### config.mk
export PLATFORM = sky130hd
export DESIGN_NAME = psii_device_flat
export DESIGN_NICKNAME = d
export VERILOG_FILES = /design/src/psii_pkg.sv /design/src/psii_io_if.sv /design/src/psii_char_pacer.sv /design/src/psii_device.sv /design/src/flat_wrapper.sv
export SDC_FILE = /design/constraint.sdc
export NUM_CORES = 1
export LEC_CHECK = 0
export BUFFER_PORTS_ARGS = -buffer_cell sky130_fd_sc_hd__buf_2
export CORE_ASPECT_RATIO = 0.7
export CORE_MARGIN = 2
export CORE_UTILIZATION = 25
export CTS_CLUSTER_DIAMETER = 60
export DETAILED_ROUTE_END_ITERATION = 8
export MAX_ROUTING_LAYER = met4
export PLACE_DENSITY = 0.52
export SKIP_CTS_REPAIR_TIMING = 1
export SLEW_MARGIN = 25
export SYNTH_ARGS = -nofsm -noshare
export SYNTH_HDL_FRONTEND = slang
export SYNTH_HIERARCHICAL = 1
export SYNTH_SLANG_ARGS = --single-unit
### constraint.sdc
create_clock -name clock -period 3.66 [get_ports clock]
set_input_delay 0.183 -clock clock [delete_from_list [all_inputs] [get_ports clock]]
set_output_delay 0.183 -clock clock [all_outputs]
set_load 0.005 [all_outputs]
### src/psii_pkg.sv
package psii_pkg;
	localparam int CLK_HZ = 200_000_000;
	localparam int CHAR_RATE_HZ = 500_000;
	localparam int CHAR_CYCLES = CLK_HZ / CHAR_RATE_HZ;
	localparam int ADDR_W = 16;
	localparam int DATA_W = 16;
	localparam int NUM_LEVELS = 4;
	localparam int DEV_SPACE_BYTES = 1024;
	localparam int SER_SPACE_BYTES = 256;
	localparam logic [ADDR_W-1:0] DEV_SPACE_BASE = ADDR_W'(65536 - DEV_SPACE_BYTES);
	localparam logic [ADDR_W-1:0] SER_SPACE_BASE = ADDR_W'(65536 - SER_SPACE_BYTES);
	localparam logic [ADDR_W-1:0] OFS_STATUS = 16'h0000;
	localparam logic [ADDR_W-1:0] OFS_INBUF = 16'h0002;
	localparam logic [ADDR_W-1:0] OFS_OUTBUF = 16'h0004;
	localparam logic [ADDR_W-1:0] OFS_SPAN = 16'h0006;
	localparam int ST_IE = 0;
	localparam int ST_FUNC = 1;
	localparam int ST_UNIT_LO = 2;
	localparam int UNIT_W = 2;
	localparam int ST_IRQ = 4;
	localparam int ST_IN_DONE = 5;
	localparam int ST_ERR = 6;
	localparam int ST_OUT_DONE = 7;
	localparam logic [1:0] LVL_SERIAL = 2'h0;
	localparam logic [1:0] LVL_PAR_MIN = 2'h1;
	localparam logic [11:0] APB_CMD = 12'h000;
	localparam logic [11:0] APB_WDATA = 12'h004;
	localparam logic [11:0] APB_RESULT = 12'h008;
	localparam logic [11:0] APB_IRQ_STATUS = 12'h00C;
	localparam logic [11:0] APB_IRQ_CLEAR = 12'h010;
	localparam logic [11:0] APB_IRQ_ENABLE = 12'h014;
	localparam logic [11:0] APB_VECTOR = 12'h018;
	localparam logic [11:0] APB_POLL_CTRL = 12'h01C;
	localparam int CMD_WR = 16;
	localparam int CMD_BYTE = 17;
	localparam int RES_BUSY = 16;
	localparam int RES_NOACK = 17;
	localparam int EV_XFER = 0;
	localparam int EV_VECTOR = 1;
	localparam int NUM_EV = 2;
	localparam int NOACK_CYCLES = 64;
	function automatic logic inSpace(input logic [ADDR_W-1:0] a, input logic serial);
		return serial ? (a >= SER_SPACE_BASE) : (a >= DEV_SPACE_BASE && a < SER_SPACE_BASE);
	endfunction
endpackage

### src/psii_io_if.sv
`timescale 1ns/1ps
interface psii_io_if (
	input wire logic clock,
	input wire logic pollChainIn
);
	import psii_pkg::*;
	logic ioReq;
	logic ioWr;
	logic ioByte;
	logic [ADDR_W-1:0] ioAddr;
	logic [DATA_W-1:0] ioWdata;
	logic [DATA_W-1:0] ioRdata;
	logic ioAck;
	logic [NUM_LEVELS-1:0] reqLevel;
	logic pollReq;
	logic [1:0] pollLevel;
	logic pollAck;
	logic pollChainOut;
	modport dev (
		input ioReq, ioWr, ioByte, ioAddr, ioWdata, pollReq, pollLevel, pollChainIn,
		output ioRdata, ioAck, reqLevel, pollAck, pollChainOut
	);
	modport host (
		output ioReq, ioWr, ioByte, ioAddr, ioWdata, pollReq, pollLevel,
		input ioRdata, ioAck, reqLevel, pollAck
	);
endinterface

### src/psii_char_pacer.sv
`timescale 1ns/1ps
module psii_char_pacer
	import psii_pkg::*;
#(
	parameter int CYCLES = CHAR_CYCLES
) (
	input wire logic clock,
	input wire logic rst,
	input wire logic run,
	output logic tick
);
	localparam int CW = $clog2(CYCLES + 1);
	localparam logic [CW-1:0] LAST = CW'(CYCLES - 1);
	logic [CW-1:0] count_q;
	logic [CW-1:0] count_d;

	always_comb begin
		tick = run && (count_q == LAST);
		count_d = (!run || tick) ? '0 : count_q + CW'(1);
	end

	always_ff @(posedge clock) begin
		if (rst) begin
			count_q <= '0;
		end else begin
			count_q <= count_d;
		end
	end
endmodule

### src/psii_device.sv
// Decided for this implementation: the register offsets and the APB interface to the registers.
`timescale 1ns/1ps
module psii_device
	import psii_pkg::*;
#(
	parameter logic [ADDR_W-1:0] BASE_ADDR = 16'hFFF0,
	parameter bit SERIAL = 1'b1,
	parameter logic [1:0] LEVEL = LVL_SERIAL,
	parameter logic [DATA_W-1:0] VECTOR = 16'h0040,
	parameter int CHAR_PERIOD = CHAR_CYCLES
) (
	input wire logic clock,
	input wire logic rst,
	psii_io_if.dev io,
	output logic [7:0] txData,
	output logic txStrobe,
	input wire logic rxValid,
	input wire logic [7:0] rxData,
	input wire logic periphError,
	output logic [UNIT_W-1:0] unitSel,
	output logic irqPending
);
	// level and vector come from parameters only; nothing in software can move them
	localparam logic [1:0] EFF_LEVEL = SERIAL ? LVL_SERIAL :
		((LEVEL == LVL_SERIAL) ? LVL_PAR_MIN : LEVEL);

	logic ie_q, ie_d;
	logic [UNIT_W-1:0] unit_q, unit_d;
	logic irqReq_q, irqReq_d;
	logic inDone_q, inDone_d;
	logic err_q, err_d;
	logic outDone_q, outDone_d;
	logic [7:0] inBuf_q, inBuf_d;
	logic [7:0] outBuf_q, outBuf_d;
	logic [7:0] txData_q, txData_d;
	logic txStrobe_q, txStrobe_d;
	logic [2:0] flagsPrev_q, flagsPrev_d;
	logic ack_q, ack_d;
	logic pollAck_q, pollAck_d;
	logic [DATA_W-1:0] rdata_q, rdata_d;
	logic [9:0] pinMeta_q, pinMeta_d;
	logic [9:0] pinSync_q, pinSync_d;
	logic rxValidS;
	logic periphErrorS;
	logic [7:0] rxDataS;

	typedef enum logic [1:0] {
		OUT_IDLE = 2'b01,
		OUT_BUSY = 2'b10
	} psii_out_t;
	psii_out_t outState_q, outState_d;

	logic tick;
	logic hit;
	logic [ADDR_W-1:0] offset;
	logic [DATA_W-1:0] statusWord;
	logic [2:0] flagsNow;
	logic [2:0] rise;
	logic pollMine;

	function automatic logic isReg(input logic [ADDR_W-1:0] ofs, input logic [ADDR_W-1:0] reg_ofs);
		return ofs[ADDR_W-1:1] == reg_ofs[ADDR_W-1:1];
	endfunction

	psii_char_pacer #(
		.CYCLES(CHAR_PERIOD)
	) pacer (
		.clock(clock),
		.rst(rst),
		.run(outState_q == OUT_BUSY),
		.tick(tick)
	);

	always_comb begin
		statusWord = '0;
		statusWord[ST_IE] = ie_q;
		statusWord[ST_UNIT_LO +: UNIT_W] = unit_q;
		statusWord[ST_IRQ] = irqReq_q;
		statusWord[ST_IN_DONE] = inDone_q;
		statusWord[ST_ERR] = err_q;
		statusWord[ST_OUT_DONE] = outDone_q;
		// the peripheral side may run on another clock, so only the second flop is read
		pinMeta_d = {periphError, rxValid, rxData};
		pinSync_d = pinMeta_q;
		rxDataS = pinSync_q[7:0];
		rxValidS = pinSync_q[8];
		periphErrorS = pinSync_q[9];
		offset = io.ioAddr - BASE_ADDR;
		// ack_q blocks a second answer while the host still holds the request
		hit = io.ioReq && !ack_q && inSpace(io.ioAddr, SERIAL) &&
			(io.ioAddr >= BASE_ADDR) && (offset < OFS_SPAN);
		pollMine = irqReq_q && io.pollReq && (io.pollLevel == EFF_LEVEL);

		ie_d = ie_q;
		unit_d = unit_q;
		irqReq_d = irqReq_q;
		inDone_d = inDone_q;
		err_d = err_q;
		outDone_d = outDone_q;
		inBuf_d = inBuf_q;
		outBuf_d = outBuf_q;
		txData_d = txData_q;
		txStrobe_d = 1'b0;
		outState_d = outState_q;
		ack_d = 1'b0;
		pollAck_d = 1'b0;
		rdata_d = rdata_q;

		// clears from bus accesses first, so hardware sets below win the same cycle
		if (hit) begin
			ack_d = 1'b1;
			if (isReg(offset, OFS_STATUS)) begin
				if (io.ioWr) begin
					ie_d = io.ioWdata[ST_IE];
					unit_d = io.ioWdata[ST_UNIT_LO +: UNIT_W];
					if (io.ioWdata[ST_FUNC] && outState_q == OUT_IDLE) begin
						outDone_d = 1'b0;
						outState_d = OUT_BUSY;
					end
				end else begin
					rdata_d = io.ioByte ? {8'h00, statusWord[7:0]} : statusWord;
					irqReq_d = 1'b0;
				end
			end else if (isReg(offset, OFS_INBUF)) begin
				if (!io.ioWr) begin
					rdata_d = {8'h00, inBuf_q};
					inDone_d = 1'b0;
					err_d = 1'b0;
				end
			end else if (isReg(offset, OFS_OUTBUF)) begin
				if (io.ioWr) begin
					outBuf_d = io.ioWdata[7:0];
					outDone_d = 1'b0;
					outState_d = OUT_BUSY;
				end else begin
					rdata_d = {8'h00, outBuf_q};
				end
			end
		end

		if (pollMine && io.pollChainIn && !pollAck_q) begin
			pollAck_d = 1'b1;
			rdata_d = VECTOR;
		end

		case (outState_q)
			OUT_IDLE: begin
			end
			OUT_BUSY: begin
				if (tick) begin
					txData_d = outBuf_q;
					txStrobe_d = 1'b1;
					outDone_d = 1'b1;
					outState_d = OUT_IDLE;
				end
			end
			default: begin
				outState_d = OUT_IDLE;
			end
		endcase

		if (rxValidS) begin
			if (inDone_q) begin
				err_d = 1'b1;
			end else begin
				inBuf_d = rxDataS;
				inDone_d = 1'b1;
			end
		end
		if (periphErrorS) begin
			err_d = 1'b1;
		end

		flagsNow = {outDone_q, err_q, inDone_q};
		rise = flagsNow & ~flagsPrev_q;
		flagsPrev_d = flagsNow;
		if (ie_q && |rise) begin
			irqReq_d = 1'b1;
		end
	end

	always_ff @(posedge clock) begin
		if (rst) begin
			ie_q <= 1'b0;
			unit_q <= '0;
			irqReq_q <= 1'b0;
			inDone_q <= 1'b0;
			err_q <= 1'b0;
			outDone_q <= 1'b1;
			inBuf_q <= '0;
			outBuf_q <= '0;
			txData_q <= '0;
			txStrobe_q <= 1'b0;
			flagsPrev_q <= 3'h4;
			outState_q <= OUT_IDLE;
			ack_q <= 1'b0;
			pollAck_q <= 1'b0;
			rdata_q <= '0;
			pinMeta_q <= '0;
			pinSync_q <= '0;
		end else begin
			ie_q <= ie_d;
			unit_q <= unit_d;
			irqReq_q <= irqReq_d;
			inDone_q <= inDone_d;
			err_q <= err_d;
			outDone_q <= outDone_d;
			inBuf_q <= inBuf_d;
			outBuf_q <= outBuf_d;
			txData_q <= txData_d;
			txStrobe_q <= txStrobe_d;
			flagsPrev_q <= flagsPrev_d;
			outState_q <= outState_d;
			ack_q <= ack_d;
			pollAck_q <= pollAck_d;
			rdata_q <= rdata_d;
			pinMeta_q <= pinMeta_d;
			pinSync_q <= pinSync_d;
		end
	end

	assign io.ioAck = ack_q;
	assign io.pollAck = pollAck_q;
	assign io.ioRdata = rdata_q;
	assign io.reqLevel = irqReq_q ? (NUM_LEVELS'(1) << EFF_LEVEL) : '0;
	// a requester on this level swallows the grant so lower ones stay silent
	assign io.pollChainOut = io.pollChainIn && !pollMine;
	assign txData = txData_q;
	assign txStrobe = txStrobe_q;
	assign unitSel = unit_q;
	assign irqPending = irqReq_q;
endmodule

### src/flat_wrapper.sv
// flat-port wrapper written by rule: the top's interface ports become plain ports
module psii_device_flat import psii_pkg::*;
#(
	parameter logic [ADDR_W-1:0] BASE_ADDR = 16'hFFF0,
	parameter bit SERIAL = 1'b1,
	parameter logic [1:0] LEVEL = LVL_SERIAL,
	parameter logic [DATA_W-1:0] VECTOR = 16'h0040,
	parameter int CHAR_PERIOD = CHAR_CYCLES
)
  (clock, rst, txData, txStrobe, rxValid, rxData, periphError, unitSel, irqPending, pollChainIn, io_ioReq, io_ioWr, io_ioByte, io_ioAddr, io_ioWdata, io_pollReq, io_pollLevel, io_ioRdata, io_ioAck, io_reqLevel, io_pollAck, io_pollChainOut);
  psii_io_if io_i (.clock(clock), .pollChainIn(pollChainIn));
  input wire logic clock;
  input wire logic rst;
  output logic [7:0] txData;
  output logic txStrobe;
  input wire logic rxValid;
  input wire logic [7:0] rxData;
  input wire logic periphError;
  output logic [UNIT_W-1:0] unitSel;
  output logic irqPending;
  input wire logic pollChainIn;
  input wire logic [$bits(io_i.ioReq)-1:0] io_ioReq;
  input wire logic [$bits(io_i.ioWr)-1:0] io_ioWr;
  input wire logic [$bits(io_i.ioByte)-1:0] io_ioByte;
  input wire logic [$bits(io_i.ioAddr)-1:0] io_ioAddr;
  input wire logic [$bits(io_i.ioWdata)-1:0] io_ioWdata;
  input wire logic [$bits(io_i.pollReq)-1:0] io_pollReq;
  input wire logic [$bits(io_i.pollLevel)-1:0] io_pollLevel;
  output wire logic [$bits(io_i.ioRdata)-1:0] io_ioRdata;
  output wire logic [$bits(io_i.ioAck)-1:0] io_ioAck;
  output wire logic [$bits(io_i.reqLevel)-1:0] io_reqLevel;
  output wire logic [$bits(io_i.pollAck)-1:0] io_pollAck;
  output wire logic [$bits(io_i.pollChainOut)-1:0] io_pollChainOut;
  assign io_i.ioReq = io_ioReq;
  assign io_i.ioWr = io_ioWr;
  assign io_i.ioByte = io_ioByte;
  assign io_i.ioAddr = io_ioAddr;
  assign io_i.ioWdata = io_ioWdata;
  assign io_i.pollReq = io_pollReq;
  assign io_i.pollLevel = io_pollLevel;
  assign io_ioRdata = io_i.ioRdata;
  assign io_ioAck = io_i.ioAck;
  assign io_reqLevel = io_i.reqLevel;
  assign io_pollAck = io_i.pollAck;
  assign io_pollChainOut = io_i.pollChainOut;
  psii_device #(.BASE_ADDR(BASE_ADDR), .SERIAL(SERIAL), .LEVEL(LEVEL), .VECTOR(VECTOR), .CHAR_PERIOD(CHAR_PERIOD)) u_core (.clock(clock), .rst(rst), .io(io_i), .txData(txData), .txStrobe(txStrobe), .rxValid(rxValid), .rxData(rxData), .periphError(periphError), .unitSel(unitSel), .irqPending(irqPending));
endmodule
==> results_dict.tcl <==
set metrics [dict create \
    crit_slowest_cell "nor4_4" \
    grt-ovfl-total 0 \
    fin_crit_ns 2.47 \
    ir_drop_uv 236 \
    critPathBufInv 0 \
    cts_buffers 9 \
    drive_above_1_share 0.241 \
    slew_headroom 0.457 \
    syn_area_um2 3260 \
    dp_slack_ns 1.04 \
    leakagePower_nw 1.67 \
    cts_tree "yes" \
    grt_max_degree 61 \
    ios 86 \
    seq_area_um2 1520 \
    initial_core_util 0.259 \
    pwr-share-seq 0.478 \
    cp_data_arrival_time_ns 2.68 \
    critPathKind "flop to flop" \
    synth-async-reset-ratio 0 \
    cts.reportedPaths.clkPinSlew_ns 0.05 \
    cpLargestDelayFamily "simple AND/OR/NAND/NOR gates" \
    synth_cell_types 52 \
    path_cells "or4b_4 > or4_4 > nor4_4 > nor2_1 > a221o_1" \
    clock_sinks 76 \
    setup_viol_count_final 0 \
    antenna_found_initial 0 \
    antenna_left 0 \
    n_antenna_cell 0 \
    die_height_um 99.6 \
    vias 2664 \
    yosysSeqAreaShare 0.466 \
    max_stage_delay_ns 0.63 \
    dr.pass1.iters 4 \
    nets 482 \
    wire_per_inst_um 13.0 \
    grt_pass1_wl_mm 12.7 \
    fillCellCount 1312 \
    status "finished clean" \
    fp.dieW_um 141 \
    rsz0062_at_grt "false" \
    synthTopCellsByArea "dfxtp_1 47%, nand2_1 6.0%, nor2b_1 4.4%" \
    tns_ns 0 \
    synth_edf_count 0 \
    power_density_nw_per_um2 445 \
    hold_viol_final 0 \
    die_area_um2 14000 \
    initialDrtViolationCount 141 \
    drv_cap 0 \
    gp_congestion 0.768 \
    crit_required_ns 3.87 \
    critPathCaptureType "flop" \
    dp_hpwl_mm 5.77 \
    wirelength_mm 7.74 \
    netlist_instances 365 \
    clkLatencyLatePin_ns 0.33 \
    synth_area_leader_cell "dfxtp_1" \
    clock.fmax_mhz 405 \
    clockPowerShare 0.471 \
    placementRows 34 \
    swShare 0.214 \
    combPwrFrac 0.051 \
    hp-class "primary input to flop" \
    core_region_area_um2 12600 \
    tightestPinTransition_ns 0.808 \
    crit_fanout 16 \
    cts-root-buf "clkbuf_16" \
    via_per_inst 4.49 \
    setup_ws_ns 1.19 \
    io_buffers 64 \
    p_switching_uw 379 \
    clock_path_buffers 2 \
    final.period_utilization 0.674 \
    multi_input_area_um2 1590 \
    fin_skew_ns 0.00338 \
    start_kind "flop" \
    final-max-slew-violation-count 0 \
    yosysWarnings 6 \
    yosys_most_used_dff "dfxtp_1" \
    yosysTopAreaCellShare 0.466 \
    grt_usage 0.118 \
    synth_area_per_cell_um2 8.94 \
    internal-power_mw 1.39 \
    ys_ff_latch 76 \
    grt_pass1_vias 2582 \
    cts_htree_levels 3 \
    flow.area_growth_from_synthesis_pct 21.9 \
    drc_errors 0 \
]
==> cells by family after synthesis <==
group	Yosys count	synth area share
and+or+nand+nor	164	0.268
DFF	76	0.466
AOI/OAI and AO/OA	61	0.119
buffers and inverters	36	0.0598
muxes	16	0.0506
xor gates and xnor gates	6	0.0161
adders and majority gates	5	0.0192
other	1	0.00115
==> final timing paths <==
| path | from | end | slack [ns] | depth (start not counted) |
|---|---|---|---|---|
| worst max register to register | u_core/io.ioAck$_SDFF_PP0_ | u_core/io.ioRdata[4]$_SDFFE_PP0P_ | 1.19 | 5 |
| worst min register to register | u_core/pinSync_q[7]$_SDFF_PP0_ | u_core/inBuf_q[7]$_SDFFE_PP0P_ | 0.44 | 2 |
| worst min-delay path | rxData[5] | u_core/pinMeta_q[5]$_SDFF_PP0_ | 0.06 | 2 |
| worst max-delay path | u_core/io.ioAck$_SDFF_PP0_ | u_core/io.ioRdata[4]$_SDFFE_PP0P_ | 1.19 | 5 |
==> cell type report <==
| type | count | share of cell area |
|---|---|---|
| multi-input combinational | 263 | 0.398 |
| sequential | 76 | 0.382 |
| timing repair buffer | 68 | 0.0880 |
| clock buffer | 13 | 0.0679 |
| tap | 162 | 0.0509 |
| inverter | 8 | 0.00754 |
| clock inverter | 3 | 0.00503 |
==> cell usage after synthesis (4+ instances only) <==
master    number
dfxtp_1       76
nand2_1       52
nor2_1        35
nor2b_1       23
a21oi_1       22
clkbuf_1      14
o21ai_0       13
buf_4         12
mux2i_1       12
nand3_1        9
inv_1          8
nor3_1         7
a31oi_1        6
a211o_1        5
and4_2         5
ha_1           5
mux2_2         4
or3_1          4
==> registers in the layout, summed over array words and instances, names as in the netlist <==
signal	count
u_core/flagsPrev_q	3
u_core/pacer/count_q	9
u_core/ie_q	1
u_core/pinMeta_q	10
u_core/inDone_q	1
u_core/pinSync_q	10
u_core/err_q	1
u_core/io.ioRdata	8
u_core/outBuf_q	8
u_core/outDone_q	1
u_core/unitSel	2
u_core/txStrobe	1
u_core/inBuf_q	8
u_core/outState_q	2
u_core/irqPending	1
u_core/io.ioAck	1
u_core/txData	8
u_core/io.pollAck	1
==> cells in the final DEF, fill, tap and decap left out, drive strengths merged, types with 5 or more instances in the layout <==
cell	synthesis	layout
conb	1	11
nand2	52	52
nor3	7	7
a211o	5	5
nor2b	23	23
clkbuf	14	13
nor2	35	35
dfxtp	76	76
a31oi	6	6
o21ai	13	13
nand3	10	10
ha	5	5
a21oi	23	23
and4	8	8
buf	14	68
inv	8	8
mux2i	12	12
==> power by group through the flow <==
| stage | clock (mW) | sequential, mW | combinational [mW] |
|---|---|---|---|
| CTS | 0.858 | 0.845 | 0.0912 |
| detailed placement | 0 | 0.863 | 0.0907 |
| floorplan | 0 | 0.862 | 0.0570 |
| finish | 0.834 | 0.845 | 0.0906 |
| global route | 0.902 | 0.846 | 0.102 |
| global placement | 0 | 0.863 | 0.0881 |
==> routing by layer <==
layer | up-vias | GRT usage | part of all wire
li1 | 1361 | - | -
met1 | 1225 | 0.155 | 0.50
met2 | 73 | 0.175 | 0.43
met3 | 5 | 0.0429 | 0.058
met4 | 0 | 0.0254 | 0.0078
met5 | - | - | 0
==> per-stage QoR <==
step	cells	util	cell area, µm²	power, mW	hold WS, ns
after CTS	593	0.316	3980	1.79	0.0514
final	593	0.316	3980	1.77	0.0617
after global routing	593	0.316	3980	1.85	0.0594
after detailed placement	577	0.293	3690	0.954	0.395
after floorplan	375	-	3300	0.919	0.311
after global placement	577	0.293	3690	0.951	0.394
No activity file was read; power rests on OpenSTA's default activity.
